`src/hdl/tl_pkg.sv`:
```
// Package for the timing line code and frame capture register bank.
// Assumes one clock domain and Avalon-MM word registers at four times the index.
package tl_pkg;
    localparam int DATA_W = 32;
    localparam int REG_W = 8;
    // Register indices; byte address is four times the index
    localparam logic [7:0] IDX_RX_FRAME_STATUS = 8'h36;
    localparam logic [7:0] IDX_RX_FRAME_IE = 8'h37;
    localparam logic [7:0] IDX_RX_CODE_STATUS = 8'h38;
    localparam logic [7:0] IDX_RX_CODE_IE = 8'h39;
    localparam logic [7:0] IDX_TX_STATUS = 8'h3A;
    localparam logic [7:0] IDX_TX_IE = 8'h3B;
    localparam logic [7:0] IDX_RX_CODE_CTRL = 8'h40;
    localparam logic [7:0] IDX_TX_CODE_CTRL = 8'h41;
    localparam logic [7:0] IDX_RX_CODE_VALUE = 8'h42;
    localparam logic [7:0] IDX_TX_CODE_VALUE = 8'h43;
    localparam logic [7:0] IDX_ALIGN_CAPTURE = 8'h50;
    localparam logic [7:0] IDX_NON_ALIGN_CAPTURE = 8'h51;
    // Field positions
    localparam int POS_RESET = 7;
    localparam int POS_CLEAR_LEN = 4;
    localparam int POS_FILTER = 1;
    localparam int POS_SEND = 6;
    localparam int POS_TX_DENSITY = 3;
    localparam int POS_TX_MULTIFRAME = 2;
    localparam int POS_TX_RESTORED = 1;
    localparam int POS_TX_LOST = 0;
    localparam int POS_CODE_CLEARED = 1;
    localparam int POS_CODE_DETECTED = 0;
    localparam int POS_ALIGN_MARK = 0;
    // Writable masks and reset values
    localparam logic [7:0] MASK_RX_CODE_CTRL = 8'hBE;
    localparam logic [7:0] MASK_TX_CODE_CTRL = 8'h40;
    localparam logic [7:0] MASK_CODE_BITS = 8'h3F;
    localparam logic [7:0] MASK_TX_STATUS = 8'h0F;
    localparam logic [7:0] MASK_CODE_STATUS = 8'h03;
    localparam logic [7:0] MASK_FRAME_STATUS = 8'h01;
    localparam logic [7:0] RESET_REG = 8'h00;
    // Data link patterns
    localparam logic [7:0] IDLE_FLAG = 8'h7E;
    localparam logic [7:0] CODE_PREAMBLE = 8'hFF;
    localparam int MSG_BITS = 16;
    localparam int CAPTURE_BITS = 8;
    localparam int HIST_LEN = 10;
    localparam int MAJORITY = 7;
    // Clear lengths in message bits: 16, 32, 48, 64
    localparam int CLEAR_UNIT = 16;
    // Validation filter codes
    localparam logic [2:0] FILT_ONE = 3'h0;
    localparam logic [2:0] FILT_THREE = 3'h1;
    localparam logic [2:0] FILT_FIVE = 3'h2;
    localparam logic [2:0] FILT_SEVEN = 3'h3;
    localparam logic [2:0] FILT_MAJORITY = 3'h4;

    typedef struct packed {
        logic valid;
        logic data;
    } tl_dl_rx_t;

    typedef struct packed {
        logic valid;
        logic start;
        logic align;
        logic data;
    } tl_e1_rx_t;

    typedef struct packed {
        logic density_violation;
        logic multiframe;
        logic clock_restored;
        logic clock_lost;
    } tl_tx_events_t;

    typedef enum logic [1:0] {
        TL_HUNT = 2'b01,
        TL_VALID = 2'b10
    } tl_rx_state_t;
endpackage : tl_pkg

```
`src/hdl/tl_code_frame_regs.sv`:
```
// Register bank: transmit interrupt masking, data link code receive and
// transmit controllers, E1 align / non-align frame capture.
// Assumes link strobes and data are synchronous to mclk_in; Avalon-MM master
// holds requests until waitrequest is low.
//
// The Avalon-MM slave port is this design's own decision.
module tl_code_frame_regs #(
    parameter int ADDR_W = 10
) (
    // Clock and reset
    input wire logic mclk_in,
    input wire logic reset_in,
    // Avalon-MM slave, byte addressed
    input wire logic [ADDR_W-1:0] avs_address_in,
    input wire logic avs_read_in,
    input wire logic avs_write_in,
    input wire logic [tl_pkg::DATA_W-1:0] avs_writedata_in,
    output logic [tl_pkg::DATA_W-1:0] avs_readdata_out,
    output logic avs_waitrequest_out,
    // Mode and transmit events
    input wire logic e1_mode_in,
    input wire tl_pkg::tl_tx_events_t tx_events_in,
    // Data link
    input wire tl_pkg::tl_dl_rx_t rx_dl_in,
    input wire logic tx_dl_req_in,
    output logic tx_dl_bit_out,
    // E1 receive stream
    input wire tl_pkg::tl_e1_rx_t rx_e1_in,
    // Interrupt
    output logic interrupt_request_out
);
    import tl_pkg::*;

    initial begin
        if (ADDR_W < 10 || ADDR_W > 32) begin
            $error("tl_code_frame_regs: ADDR_W must be 10..32");
        end
    end

    function automatic logic [7:0] w1c(input logic [7:0] cur, input logic [7:0] set,
                                       input logic clr_en, input logic [7:0] clr, input logic [7:0] mask);
        w1c = ((cur & ~(clr_en ? clr : 8'h00)) | set) & mask;
    endfunction : w1c

    function automatic logic filter_met(input logic [2:0] filt, input logic [3:0] run,
                                        input logic [HIST_LEN-1:0] hist);
        unique case (filt)
            FILT_ONE: filter_met = (run >= 4'h1);
            FILT_THREE: filter_met = (run >= 4'h3);
            FILT_FIVE: filter_met = (run >= 4'h5);
            FILT_SEVEN: filter_met = (run >= 4'h7);
            FILT_MAJORITY: filter_met = ($countones(hist) >= MAJORITY);
            default: filter_met = 1'b0;
        endcase
    endfunction : filter_met

    // Bus slave: one wait cycle, read data registered
    logic ack_q;
    logic [DATA_W-1:0] rdata_q;
    logic [7:0] idx;
    logic word_ok;
    logic wr_go;
    logic [7:0] wd;
    logic [7:0] rd_mux;

    assign idx = avs_address_in[9:2];
    assign word_ok = (avs_address_in[1:0] == 2'h0) && (ADDR_W == 10 || (avs_address_in >> 10) == '0);
    assign avs_waitrequest_out = (avs_read_in | avs_write_in) & ~ack_q;
    assign wr_go = avs_write_in & ack_q & word_ok;
    assign wd = avs_writedata_in[7:0];
    assign avs_readdata_out = rdata_q;

    always_ff @(posedge mclk_in) begin
        if (reset_in) begin
            ack_q <= 1'b0;
        end else begin
            ack_q <= (avs_read_in | avs_write_in) & ~ack_q;
        end
    end

    // Registers
    logic [7:0] tx_status_q;
    logic [7:0] tx_ie_q;
    logic [7:0] code_status_q;
    logic [7:0] code_ie_q;
    logic [7:0] frame_status_q;
    logic [7:0] frame_ie_q;
    logic [7:0] rx_ctrl_q;
    logic [7:0] tx_ctrl_q;
    logic [7:0] rx_code_q;
    logic [7:0] tx_code_q;
    logic [7:0] align_cap_q;
    logic [7:0] non_align_cap_q;

    always_comb begin
        unique case (idx)
            IDX_TX_STATUS: rd_mux = tx_status_q;
            IDX_TX_IE: rd_mux = tx_ie_q;
            IDX_RX_CODE_STATUS: rd_mux = code_status_q;
            IDX_RX_CODE_IE: rd_mux = code_ie_q;
            IDX_RX_FRAME_STATUS: rd_mux = frame_status_q;
            IDX_RX_FRAME_IE: rd_mux = frame_ie_q;
            IDX_RX_CODE_CTRL: rd_mux = rx_ctrl_q;
            IDX_TX_CODE_CTRL: rd_mux = tx_ctrl_q;
            IDX_RX_CODE_VALUE: rd_mux = rx_code_q;
            IDX_TX_CODE_VALUE: rd_mux = tx_code_q;
            IDX_ALIGN_CAPTURE: rd_mux = align_cap_q;
            IDX_NON_ALIGN_CAPTURE: rd_mux = non_align_cap_q;
            default: rd_mux = 8'h00;
        endcase
    end

    always_ff @(posedge mclk_in) begin
        if (reset_in) begin
            rdata_q <= '0;
        end else if (avs_read_in & ~ack_q) begin
            rdata_q <= word_ok ? {{(DATA_W-8){1'b0}}, rd_mux} : '0;
        end
    end

    // Control and enable registers; masks keep unused bits at zero
    always_ff @(posedge mclk_in) begin
        if (reset_in) begin
            tx_ie_q <= RESET_REG;
            code_ie_q <= RESET_REG;
            frame_ie_q <= RESET_REG;
            rx_ctrl_q <= RESET_REG;
            tx_ctrl_q <= RESET_REG;
            tx_code_q <= RESET_REG;
        end else if (wr_go) begin
            if (idx == IDX_TX_IE) tx_ie_q <= wd & MASK_TX_STATUS;
            if (idx == IDX_RX_CODE_IE) code_ie_q <= wd & MASK_CODE_STATUS;
            if (idx == IDX_RX_FRAME_IE) frame_ie_q <= wd & MASK_FRAME_STATUS;
            if (idx == IDX_RX_CODE_CTRL) rx_ctrl_q <= wd & MASK_RX_CODE_CTRL;
            if (idx == IDX_TX_CODE_CTRL) tx_ctrl_q <= wd & MASK_TX_CODE_CTRL;
            if (idx == IDX_TX_CODE_VALUE) tx_code_q <= wd & MASK_CODE_BITS;
        end
    end

    // Transmit status, set wins over a simultaneous clear
    logic [7:0] tx_set;
    assign tx_set = {4'h0, tx_events_in.density_violation, tx_events_in.multiframe,
                     tx_events_in.clock_restored, tx_events_in.clock_lost};

    always_ff @(posedge mclk_in) begin
        if (reset_in) begin
            tx_status_q <= RESET_REG;
        end else begin
            tx_status_q <= w1c(tx_status_q, tx_set, wr_go && idx == IDX_TX_STATUS, wd, MASK_TX_STATUS);
        end
    end

    // Receive code controller
    logic rst_bit_q;
    logic code_reset;
    logic [2:0] filt_q;
    logic [1:0] clr_len_q;
    tl_rx_state_t rx_state_q;
    logic [MSG_BITS-1:0] rx_sh_q;
    logic [4:0] slot_q;
    logic [5:0] cand_q;
    logic [3:0] run_q;
    logic [HIST_LEN-1:0] hist_q;
    logic [6:0] miss_q;
    logic dl_on;
    logic [MSG_BITS-1:0] rx_win;
    logic msg_hit;
    logic [5:0] msg_code;
    logic slot_end;
    logic [3:0] run_d;
    logic [HIST_LEN-1:0] hist_d;
    logic [6:0] clr_bits;
    logic det_set;
    logic clr_set;

    assign code_reset = rx_ctrl_q[POS_RESET] & ~rst_bit_q;
    assign dl_on = rx_dl_in.valid & ~e1_mode_in;
    // Newest bit at the top; message arrives preamble, 0, six code bits, 0
    assign rx_win = {rx_dl_in.data, rx_sh_q[MSG_BITS-1:1]};
    assign msg_hit = (rx_win[7:0] == CODE_PREAMBLE) && !rx_win[8] && !rx_win[15];
    assign msg_code = rx_win[14:9];
    assign slot_end = (slot_q == 5'(MSG_BITS - 1));
    assign clr_bits = 7'(CLEAR_UNIT) * (7'(clr_len_q) + 7'h1);

    always_comb begin
        run_d = run_q;
        hist_d = hist_q;
        if (msg_hit) begin
            run_d = (msg_code == cand_q && run_q != 4'hF) ? run_q + 4'h1 : 4'h1;
            hist_d = (msg_code == cand_q) ? {hist_q[HIST_LEN-2:0], 1'b1} : {{(HIST_LEN-1){1'b0}}, 1'b1};
        end else if (slot_end) begin
            run_d = 4'h0;
            hist_d = {hist_q[HIST_LEN-2:0], 1'b0};
        end
    end

    always_ff @(posedge mclk_in) begin
        if (reset_in) begin
            rst_bit_q <= 1'b0;
            filt_q <= 3'h0;
            clr_len_q <= 2'h0;
        end else begin
            rst_bit_q <= rx_ctrl_q[POS_RESET];
            if (code_reset) begin
                filt_q <= rx_ctrl_q[POS_FILTER +: 3];
                clr_len_q <= rx_ctrl_q[POS_CLEAR_LEN +: 2];
            end
        end
    end

    always_ff @(posedge mclk_in) begin
        if (reset_in || code_reset) begin
            rx_state_q <= TL_HUNT;
            rx_sh_q <= '0;
            slot_q <= 5'h0;
            cand_q <= 6'h0;
            run_q <= 4'h0;
            hist_q <= '0;
            miss_q <= 7'h0;
            det_set <= 1'b0;
            clr_set <= 1'b0;
        end else begin
            det_set <= 1'b0;
            clr_set <= 1'b0;
            if (dl_on) begin
                rx_sh_q <= rx_win;
                slot_q <= (msg_hit || slot_end) ? 5'h0 : slot_q + 5'h1;
                run_q <= run_d;
                hist_q <= hist_d;
                if (msg_hit) begin
                    cand_q <= msg_code;
                end
                unique case (rx_state_q)
                    TL_HUNT: begin
                        if (msg_hit && filter_met(filt_q, run_d, hist_d)) begin
                            rx_state_q <= TL_VALID;
                            det_set <= 1'b1;
                            miss_q <= 7'h0;
                        end
                    end
                    TL_VALID: begin
                        if (msg_hit && msg_code == rx_code_q[5:0]) begin
                            miss_q <= 7'h0;
                        end else if (msg_hit && filter_met(filt_q, run_d, hist_d)) begin
                            det_set <= 1'b1;
                            miss_q <= 7'h0;
                        end else if (miss_q + 7'h1 >= clr_bits) begin
                            rx_state_q <= TL_HUNT;
                            clr_set <= 1'b1;
                            miss_q <= 7'h0;
                        end else begin
                            miss_q <= miss_q + 7'h1;
                        end
                    end
                endcase
            end
        end
    end

    always_ff @(posedge mclk_in) begin
        if (reset_in) begin
            rx_code_q <= RESET_REG;
        end else if (dl_on && msg_hit && !code_reset && filter_met(filt_q, run_d, hist_d)) begin
            rx_code_q <= {2'h0, msg_code};
        end
    end

    // Latched until written with 1; set wins over clear
    always_ff @(posedge mclk_in) begin
        if (reset_in) begin
            code_status_q <= RESET_REG;
        end else begin
            code_status_q <= w1c(code_status_q, {6'h0, clr_set, det_set},
                                 wr_go && idx == IDX_RX_CODE_STATUS, wd, MASK_CODE_STATUS);
        end
    end

    // Code transmitter: whole messages only, so a change of send bit never cuts one short
    logic [MSG_BITS-1:0] tx_msg_q;
    logic [3:0] tx_cnt_q;
    logic tx_bit_q;
    logic send_on;
    logic [MSG_BITS-1:0] next_msg;

    assign send_on = tx_ctrl_q[POS_SEND] & ~e1_mode_in;
    // Bit 0 goes first: preamble, 0, code bit 0..5, 0
    assign next_msg = send_on ? {1'b0, tx_code_q[5:0], 1'b0, CODE_PREAMBLE}
                              : {IDLE_FLAG, IDLE_FLAG};
    assign tx_dl_bit_out = tx_bit_q;

    always_ff @(posedge mclk_in) begin
        if (reset_in) begin
            tx_msg_q <= {IDLE_FLAG, IDLE_FLAG};
            tx_cnt_q <= 4'h0;
            tx_bit_q <= 1'b0;
        end else if (tx_dl_req_in) begin
            if (tx_cnt_q == 4'h0) begin
                tx_bit_q <= next_msg[0];
                tx_msg_q <= next_msg;
            end else begin
                tx_bit_q <= tx_msg_q[tx_cnt_q];
            end
            tx_cnt_q <= tx_cnt_q + 4'h1;
        end
    end

    // E1 frame capture
    logic [CAPTURE_BITS-1:0] fr_sh_q;
    logic [3:0] fr_cnt_q;
    logic fr_align_q;
    logic [7:0] pend_align_q;
    logic [7:0] pend_non_align_q;
    logic [CAPTURE_BITS-1:0] fr_win;
    logic fr_first;
    logic align_start;

    assign fr_first = rx_e1_in.valid & rx_e1_in.start;
    assign align_start = fr_first & rx_e1_in.align & e1_mode_in;
    assign fr_win = {fr_sh_q[CAPTURE_BITS-2:0], rx_e1_in.data};

    always_ff @(posedge mclk_in) begin
        if (reset_in) begin
            fr_sh_q <= '0;
            fr_cnt_q <= 4'h8;
            fr_align_q <= 1'b0;
            pend_align_q <= RESET_REG;
            pend_non_align_q <= RESET_REG;
        end else if (rx_e1_in.valid && e1_mode_in) begin
            fr_sh_q <= fr_win;
            if (fr_first) begin
                fr_cnt_q <= 4'h1;
                fr_align_q <= rx_e1_in.align;
            end else if (fr_cnt_q != 4'h8) begin
                fr_cnt_q <= fr_cnt_q + 4'h1;
                if (fr_cnt_q == 4'h7 && fr_align_q) pend_align_q <= fr_win;
                if (fr_cnt_q == 4'h7 && !fr_align_q) pend_non_align_q <= fr_win;
            end
        end
    end

    always_ff @(posedge mclk_in) begin
        if (reset_in) begin
            align_cap_q <= RESET_REG;
            non_align_cap_q <= RESET_REG;
        end else if (align_start) begin
            align_cap_q <= pend_align_q;
            non_align_cap_q <= pend_non_align_q;
        end
    end

    always_ff @(posedge mclk_in) begin
        if (reset_in) begin
            frame_status_q <= RESET_REG;
        end else begin
            frame_status_q <= w1c(frame_status_q, {7'h0, align_start},
                                  wr_go && idx == IDX_RX_FRAME_STATUS, wd, MASK_FRAME_STATUS);
        end
    end

    // Interrupt from registered state only
    always_ff @(posedge mclk_in) begin
        if (reset_in) begin
            interrupt_request_out <= 1'b0;
        end else begin
            interrupt_request_out <= |(tx_status_q & tx_ie_q)
                                   | |(code_status_q & code_ie_q)
                                   | |(frame_status_q & frame_ie_q);
        end
    end
endmodule : tl_code_frame_regs

```
`config.mk`:
```
export PLATFORM = sky130hd
export DESIGN_NAME = tl_code_frame_regs
export DESIGN_NICKNAME = d
export VERILOG_FILES = /design/src/hdl/tl_pkg.sv /design/src/hdl/tl_code_frame_regs.sv
export SDC_FILE = /design/constraint.sdc
export NUM_CORES = 1
export LEC_CHECK = 0
export ABC_AREA = 1
export BUFFER_PORTS_ARGS = -buffer_cell sky130_fd_sc_hd__buf_2
export CAP_MARGIN = 20
export CORE_MARGIN = 10
export CORE_UTILIZATION = 45
export CTS_CLUSTER_DIAMETER = 30
export CTS_CLUSTER_SIZE = 14
export DETAILED_ROUTE_END_ITERATION = 10
export GPL_TIMING_DRIVEN = 0
export PLACE_DENSITY = 0.69
export SLEW_MARGIN = 20
export SYNTH_ARGS = -nofsm -noshare
export SYNTH_HDL_FRONTEND = slang
export SYNTH_SLANG_ARGS = --single-unit
```
`constraint.sdc`:
```
create_clock -name mclk_in -period 4.8 [get_ports mclk_in]
set_clock_uncertainty 0.15 [all_clocks]
set_input_delay 0.72 -clock mclk_in [delete_from_list [all_inputs] [get_ports mclk_in]]
set_output_delay 0.72 -clock mclk_in [all_outputs]
set_load 0.02 [all_outputs]
```
After elaboration in Yosys (flattened, before gate mapping) --
Index checks and enable logic that the tools add are counted.
Cells by class: add/subtract/negate cells 15, magnitude comparators 7, eq/ne operators 29, multiplexer cells 42, bitwise logic cells 31, reduce and logical (&&, ||, !) cells 44
Operators by type and width (count):
- $pmux W8 S12 | 1
- $eq A8 B6 Y1 const B | 6
- $eq A8 B7 Y1 const B | 6
- $mux W10 | 3
- $mux W7 | 4
- $mux W4 | 6
- $reduce_or A8 Y1 | 3
- $reduce_and A2 Y1 | 11
- $logic_and A1 B1 Y1 | 15
- $mux W1 | 15
- $mux W15 | 1
- $pmux W7 S2 | 1
- $add A4 B1 Y4 const B | 3
- $and A1 B1 Y1 | 12
- $eq A6 B6 Y1 | 2
- $add A1 B1 Y2 | 5
- $mux W2 | 5
- $and A4 B4 Y4 | 2
- $eq A8 B8 Y1 const B | 1
- $ge A4 B3 Y1 const B | 2
- $mux W8 | 1
- $ne A2 B2 Y1 const B | 4
- $ne A4 B4 Y1 const B | 2
- $reduce_and A4 Y1 | 2
- 39 further kinds | 55
Word-level totals: register bits 190, bits of input ports 58, output and inout port bits 35, logic and storage cells 203

Depth between registers and ports, before layout --
depth after elaboration 18, mapped depth 29, mapped depth without buffers 29

Worst setup path after synthesis --
Ideal clock, no wire load.
path kind in2reg, start in rx_dl_in[0] (netlist bit), end reg miss_q[0], library setup time 0.115 ns, data arrival time 4.733 ns, required time 4.535 ns, setup slack -0.198 ns, cell stages on the path 23, buffers on the path 0, cells stage by stage inv_1 -> nand2_1 -> nor2_2 -> nand3_4 -> clkinv_2 -> nor2_1 -> a221oi_1 -> fa_1 -> inv_1 -> fa_1 -> fa_1 -> inv_1 -> ha_1 -> fa_1 -> nand3_1 -> o22ai_1 -> nand3_1 -> nand2_4 -> nand2_2 -> a21oi_4 -> inv_2 -> o21ai_1 -> nor2_1
On the way: cells in the longest elaborated chain, start to end 17, elaborated cells on any way between the ends 34, those cells by class add/sub: 9; order compare: 5; eq/ne: 1; mux: 13; reduce/logical: 6
RTL lines:
- start: declaration | RTL line tl_code_frame_regs.sv:24 | input wire tl_pkg::tl_dl_rx_t rx_dl_in,
- $logic_not A1 Y1 (*) | RTL line tl_code_frame_regs.sv:180 | assign msg_hit = (rx_win[7:0] == CODE_PREAMBLE) && !rx_win[8] && !rx_win[15];
- $logic_and A1 B1 Y1 (*) | RTL line tl_code_frame_regs.sv:180
- $mux W10 (*) | RTL line tl_code_frame_regs.sv:188 | if (msg_hit) begin
- net hist_d[3] | RTL line tl_code_frame_regs.sv:171 | logic [HIST_LEN-1:0] hist_d;
- $add A1 B1 Y2 (implied by the code) (*) | RTL line tl_code_frame_regs.sv:52 | FILT_MAJORITY: filter_met = ($countones(hist) >= MAJORITY);
- $add A2 B2 Y3 (implied by the code) (*) | RTL line tl_code_frame_regs.sv:52
- $add A3 B3 Y4 (implied by the code) (*) | RTL line tl_code_frame_regs.sv:52
- $add A4 B2 Y5 (implied by the code) (*) | RTL line tl_code_frame_regs.sv:52
- (+2 left out)
- $mux W1 | RTL line tl_code_frame_regs.sv:242 | if (msg_hit && msg_code == rx_code_q[5:0]) begin
- $mux W1 | RTL line tl_code_frame_regs.sv:233 | unique case (rx_state_q)
- $mux W1 | RTL line tl_code_frame_regs.sv:225 | if (dl_on) begin
- $mux W1 | RTL line tl_code_frame_regs.sv:212 | if (reset_in || code_reset) begin
- $logic_and A1 B1 Y1 | RTL line tl_code_frame_regs.sv:244 | end else if (msg_hit && filter_met(filt_q, run_d, hist_d)) begin
- $mux W7 | RTL line tl_code_frame_regs.sv:244
- $mux W7 | RTL line tl_code_frame_regs.sv:242
- $pmux W7 S2 | RTL line tl_code_frame_regs.sv:233
- end signal: assignment | RTL line tl_code_frame_regs.sv:252 | miss_q <= miss_q + 7'h1;
- end: declaration | RTL line tl_code_frame_regs.sv:164 | logic [6:0] miss_q;
Mark *: on every way through the listed nets, which the timed path passes. The rest lies on a longest branch. The select of a mux whose other input is x is not followed. A chain may end at the register's enable or synchronous reset.

Final worst setup path --
start reg rx_sh_q[12], end reg miss_q[2]
On the way: cells in the longest elaborated chain, start to end 17, elaborated cells on any way between the ends 37, those cells by class add/sub: 9; order compare: 5; eq/ne: 3; mux: 15; reduce/logical: 5
RTL lines:
- start: declaration | RTL line tl_code_frame_regs.sv:159 | logic [MSG_BITS-1:0] rx_sh_q;
- start signal: assignment | RTL line tl_code_frame_regs.sv:226 | rx_sh_q <= rx_win;
- $eq A6 B6 Y1 (*) | RTL line tl_code_frame_regs.sv:190 | hist_d = (msg_code == cand_q) ? {hist_q[HIST_LEN-2:0], 1'b1} : {{(HIST_LEN-1){1'b0}}, 1'b1};
- $mux W10 (*) | RTL line tl_code_frame_regs.sv:190
- $mux W10 (*) | RTL line tl_code_frame_regs.sv:188
- net hist_d[5] | RTL line tl_code_frame_regs.sv:171
- $add A1 B1 Y2 (implied by the code) (*) | RTL line tl_code_frame_regs.sv:52
- $add A2 B2 Y3 (implied by the code) (*) | RTL line tl_code_frame_regs.sv:52
- $add A3 B3 Y4 (implied by the code) (*) | RTL line tl_code_frame_regs.sv:52
- $add A4 B2 Y5 (implied by the code) (*) | RTL line tl_code_frame_regs.sv:52
- (+2 left out)
- $mux W1 | RTL line tl_code_frame_regs.sv:242
- $mux W1 | RTL line tl_code_frame_regs.sv:233
- $mux W1 | RTL line tl_code_frame_regs.sv:225
- $mux W1 | RTL line tl_code_frame_regs.sv:212
- $logic_and A1 B1 Y1 | RTL line tl_code_frame_regs.sv:244
- $mux W7 | RTL line tl_code_frame_regs.sv:244
- $mux W7 | RTL line tl_code_frame_regs.sv:242
- $pmux W7 S2 | RTL line tl_code_frame_regs.sv:233
Marked as above.

==> flow_summary.json <==
{
  "die_w_microns": 148,
  "drive_above_1_share": 0.192,
  "avgSynthCellArea_sq_um": 7.20,
  "synth_compound_area_frac": 0.204,
  "vias_per_cell": 5.23,
  "violations": "negative setup slack",
  "reg2reg_slack_ns": -0.11,
  "hold_path.startpoint": "non_align_cap_q[5]",
  "ant_nets": 0,
  "p_leak_nw": 3.82,
  "min_to": "non_align_cap_q[5]",
  "ys_async_sr_fraction": 0,
  "vias": 7255,
  "grt_max_degree": 17,
  "finalCritPeriodShare": 1.02,
  "synth_top_family_by_area": "simple AND/OR/NAND/NOR gates",
  "worst_path_most_repeated_cell": "fa_1",
  "power_density_mw_per_mm2": 331,
  "max_freq_mhz": 204,
  "syn_to_final_growth_pct": 25.1,
  "row_count": 46,
  "ys_warn_count": 0,
  "wl_per_cell_microns": 15.0,
  "core_sq_mm": 0.0161,
  "syn-instance-count": 1032,
  "synth_ff_type": "dfxtp_1",
  "portBuffers": 43,
  "synth-xor-area-share": 0.0106,
  "die_h_microns": 148,
  "ys_types": 44,
  "finalHoldViolations": 0,
  "yosys.area_share.simple": 0.211,
  "critPathTopFamily": "adder cells",
  "synth_edf_count": 0,
  "gp_congestion": 0.897,
  "rr_worst_depth": 27,
  "crit_type": "reg2reg",
  "cap_violations": 0,
  "start_kind": "flip-flop",
  "clock_latency_ns": 0.43,
  "pin_count": 93,
  "clock_sinks": 156,
  "hold_class": "reg2reg",
  "cp.buffers_inverters": 6,
  "clock_path_buffers": 2,
  "htreeDepth": 4,
  "initial_core_util": 0.463,
  "cts_inserted_buffers": 17,
  "grt_pass1_vias": 6862,
  "max_stage_delay_ns": 0.49,
  "status": "complete, but fails checks",
  "slew_violations": 0,
  "drtIter0Drc": 676,
  "final_cell_mix": "nand2_1, dfxtp_1, nor2_1, inv_1, o21ai_0",
  "fin_nets": 1236,
  "required_ns": 5.01,
  "ys_seq_area_frac": 0.420,
  "hold_buffers": 0,
  "grt_usage": 0.188,
  "crit_path_end_kind": "flip-flop",
  "fin_util": 0.578,
  "overflow": 0,
  "rsz0062_at_grt": "yes",
  "ys_ff_latch": 156,
  "maxSlewHeadroom": 0.479,
  "reg2reg_to": "miss_q[2]",
  "cp_slowest_cell": "fa_1",
  "fillCellCount": 1462,
  "arrival_ns": 5.12,
  "tightest_slew_ns": 0.772,
  "holdPathStages": 2,
  "routed_wirelength_mm": 20.8,
  "synth_area_sq_mm": 0.00743,
  "grt_first_pass_wirelength_mm": 34.0,
  "cp_max_fo": 6,
  "cts_tree": "done",
  "final_common_cell": "nand2_1",
  "antenna_cells": 0,
  "fin_crit_ns": 4.91,
  "synth-adder-area-share": 0.0414,
  "antenna_found_initial": 0,
  "post-place-ws_ns": -0.822,
  "drtPass1Iterations": 5,
  "final-setup-viol-count": 12,
  "design.die.area_sq_mm": 0.0220,
  "rr_startpoint": "rx_sh_q[12]",
  "peakVddDrop_mv": 0.272,
  "hpwlAfterDp_mm": 14.7,
  "cts-root-buf": "clkbuf_16",
  "clk_pin_slew_worst_paths_ns": 0.06,
  "synthMuxAreaShare": 0,
  "worst_slack_ns": -0.110,
  "drcViolationCount": 0
}
tightest hold or removal path, cell delays in order (launching register included):
cell     delay (ns)
dfxtp_1        0.30
inv_1          0.06
a21oi_1        0.05
power breakdown:
group	internal (mW)	switching, mW
sequential	1.32	0.0246
clock	0.838	0.597
combinational	0.114	0.183
per-stage QoR:
| step | cells | instance area (sq um) | setup TNS, ns | hold WS (ns) | power [mW] |
|---|---|---|---|---|---|
| final | 1386 | 9290 | -0.770 | 0.305 | 3.08 |
| after global routing | 1386 | 9290 | -3.98 | 0.328 | 3.19 |
| after CTS | 1381 | 9190 | -0.0803 | 0.304 | 3.08 |
| after detailed placement | 1314 | 8040 | -11.28 | 0.294 | 1.61 |
| after global placement | 1314 | 8040 | -10.06 | 0.292 | 1.61 |
| after floorplan | 1055 | 7560 | -0.0114 | 0.265 | 1.54 |
cells by family (layout without fill, tap and decap cells):
| logic type | count (synthesis) | after routing |
|---|---|---|
| AND/OR/NAND/NOR | 372 | 373 |
| AO/OA/AOI/OAI | 276 | 276 |
| buffers and inverters | 197 | 311 |
| flip-flops | 156 | 156 |
| adder cells (fa/ha/maj) | 21 | 21 |
| XOR/XNOR | 9 | 9 |
| other | 1 | 24 |
metal layers:
layer  routed length, microns  GRT usage  vias up
met5                        0          0        -
met4                      493     0.0773        0
met3                     1390     0.0428       47
met2                     9350      0.296      234
met1                     9540      0.243     3344
li1                         -          -     3630
registers in the layout, summed over array words and instances, names as in the netlist, 3 cells and up:
| signal | cells |
|---|---|
| align_cap_q | 8 |
| avs_readdata_out | 8 |
| cand_q | 6 |
| filt_q | 3 |
| fr_cnt_q | 4 |
| fr_sh_q | 7 |
| hist_q | 10 |
| miss_q | 7 |
| non_align_cap_q | 8 |
| pend_align_q | 8 |
| pend_non_align_q | 8 |
| run_q | 4 |
| rx_code_q | 6 |
| rx_ctrl_q | 6 |
| rx_sh_q | 15 |
| slot_q | 5 |
| tx_cnt_q | 4 |
| tx_code_q | 6 |
| tx_ie_q | 4 |
| tx_msg_q | 7 |
| tx_status_q | 4 |
cell type report:
cell class | count | area (sq um) | area share
Clock inverter | 15 | 200 | 0.0216
Tap cell | 216 | 270 | 0.0291
Inverter | 146 | 571 | 0.0614
Multi-Input combinational cell | 703 | 3850 | 0.415
Buffer | 51 | 282 | 0.0303
Clock buffer | 17 | 425 | 0.0458
Timing Repair Buffer | 82 | 537 | 0.0578
Sequential cell | 156 | 3150 | 0.339
worst max path at each step:
stage	startpoint	to	slack (ns)	cells past startpoint
final	rx_sh_q[12]	miss_q[2]	-0.11	27
after global routing	rx_sh_q[15]	miss_q[1]	-0.35	26
after CTS	rx_sh_q[12]	miss_q[1]	-0.03	25
after detailed placement	rx_dl_in[0]	miss_q[0]	-0.82	24
after global placement	rx_dl_in[0]	miss_q[0]	-0.75	25
after floorplan	rx_dl_in[0]	miss_q[0]	-0.01	23
cell usage after synthesis, types with 8 or more instances:
cell type,count,area (sq um)
nor3_1,12,60.1
nand2_1,151,567
buf_4,24,180
nor2_1,139,522
a221oi_1,10,87.6
a21oi_1,112,561
inv_1,138,518
clkbuf_1,24,90.1
nand4_1,8,50.1
o21ai_0,107,536
dfxtp_1,156,3120
nand3_1,41,205
ha_1,15,188
o22ai_1,19,119
repair_timing:
action | in CTS | in global routing
setup endpoints to repair | 17 | 16
resized for setup | 70 | 22
endpoints found under the hold margin | 0 | 0
cloned | 1 | 0
buffers inserted | 35 | 5
pin swaps | 22 | 16
(Power assumes the default switching activity.)
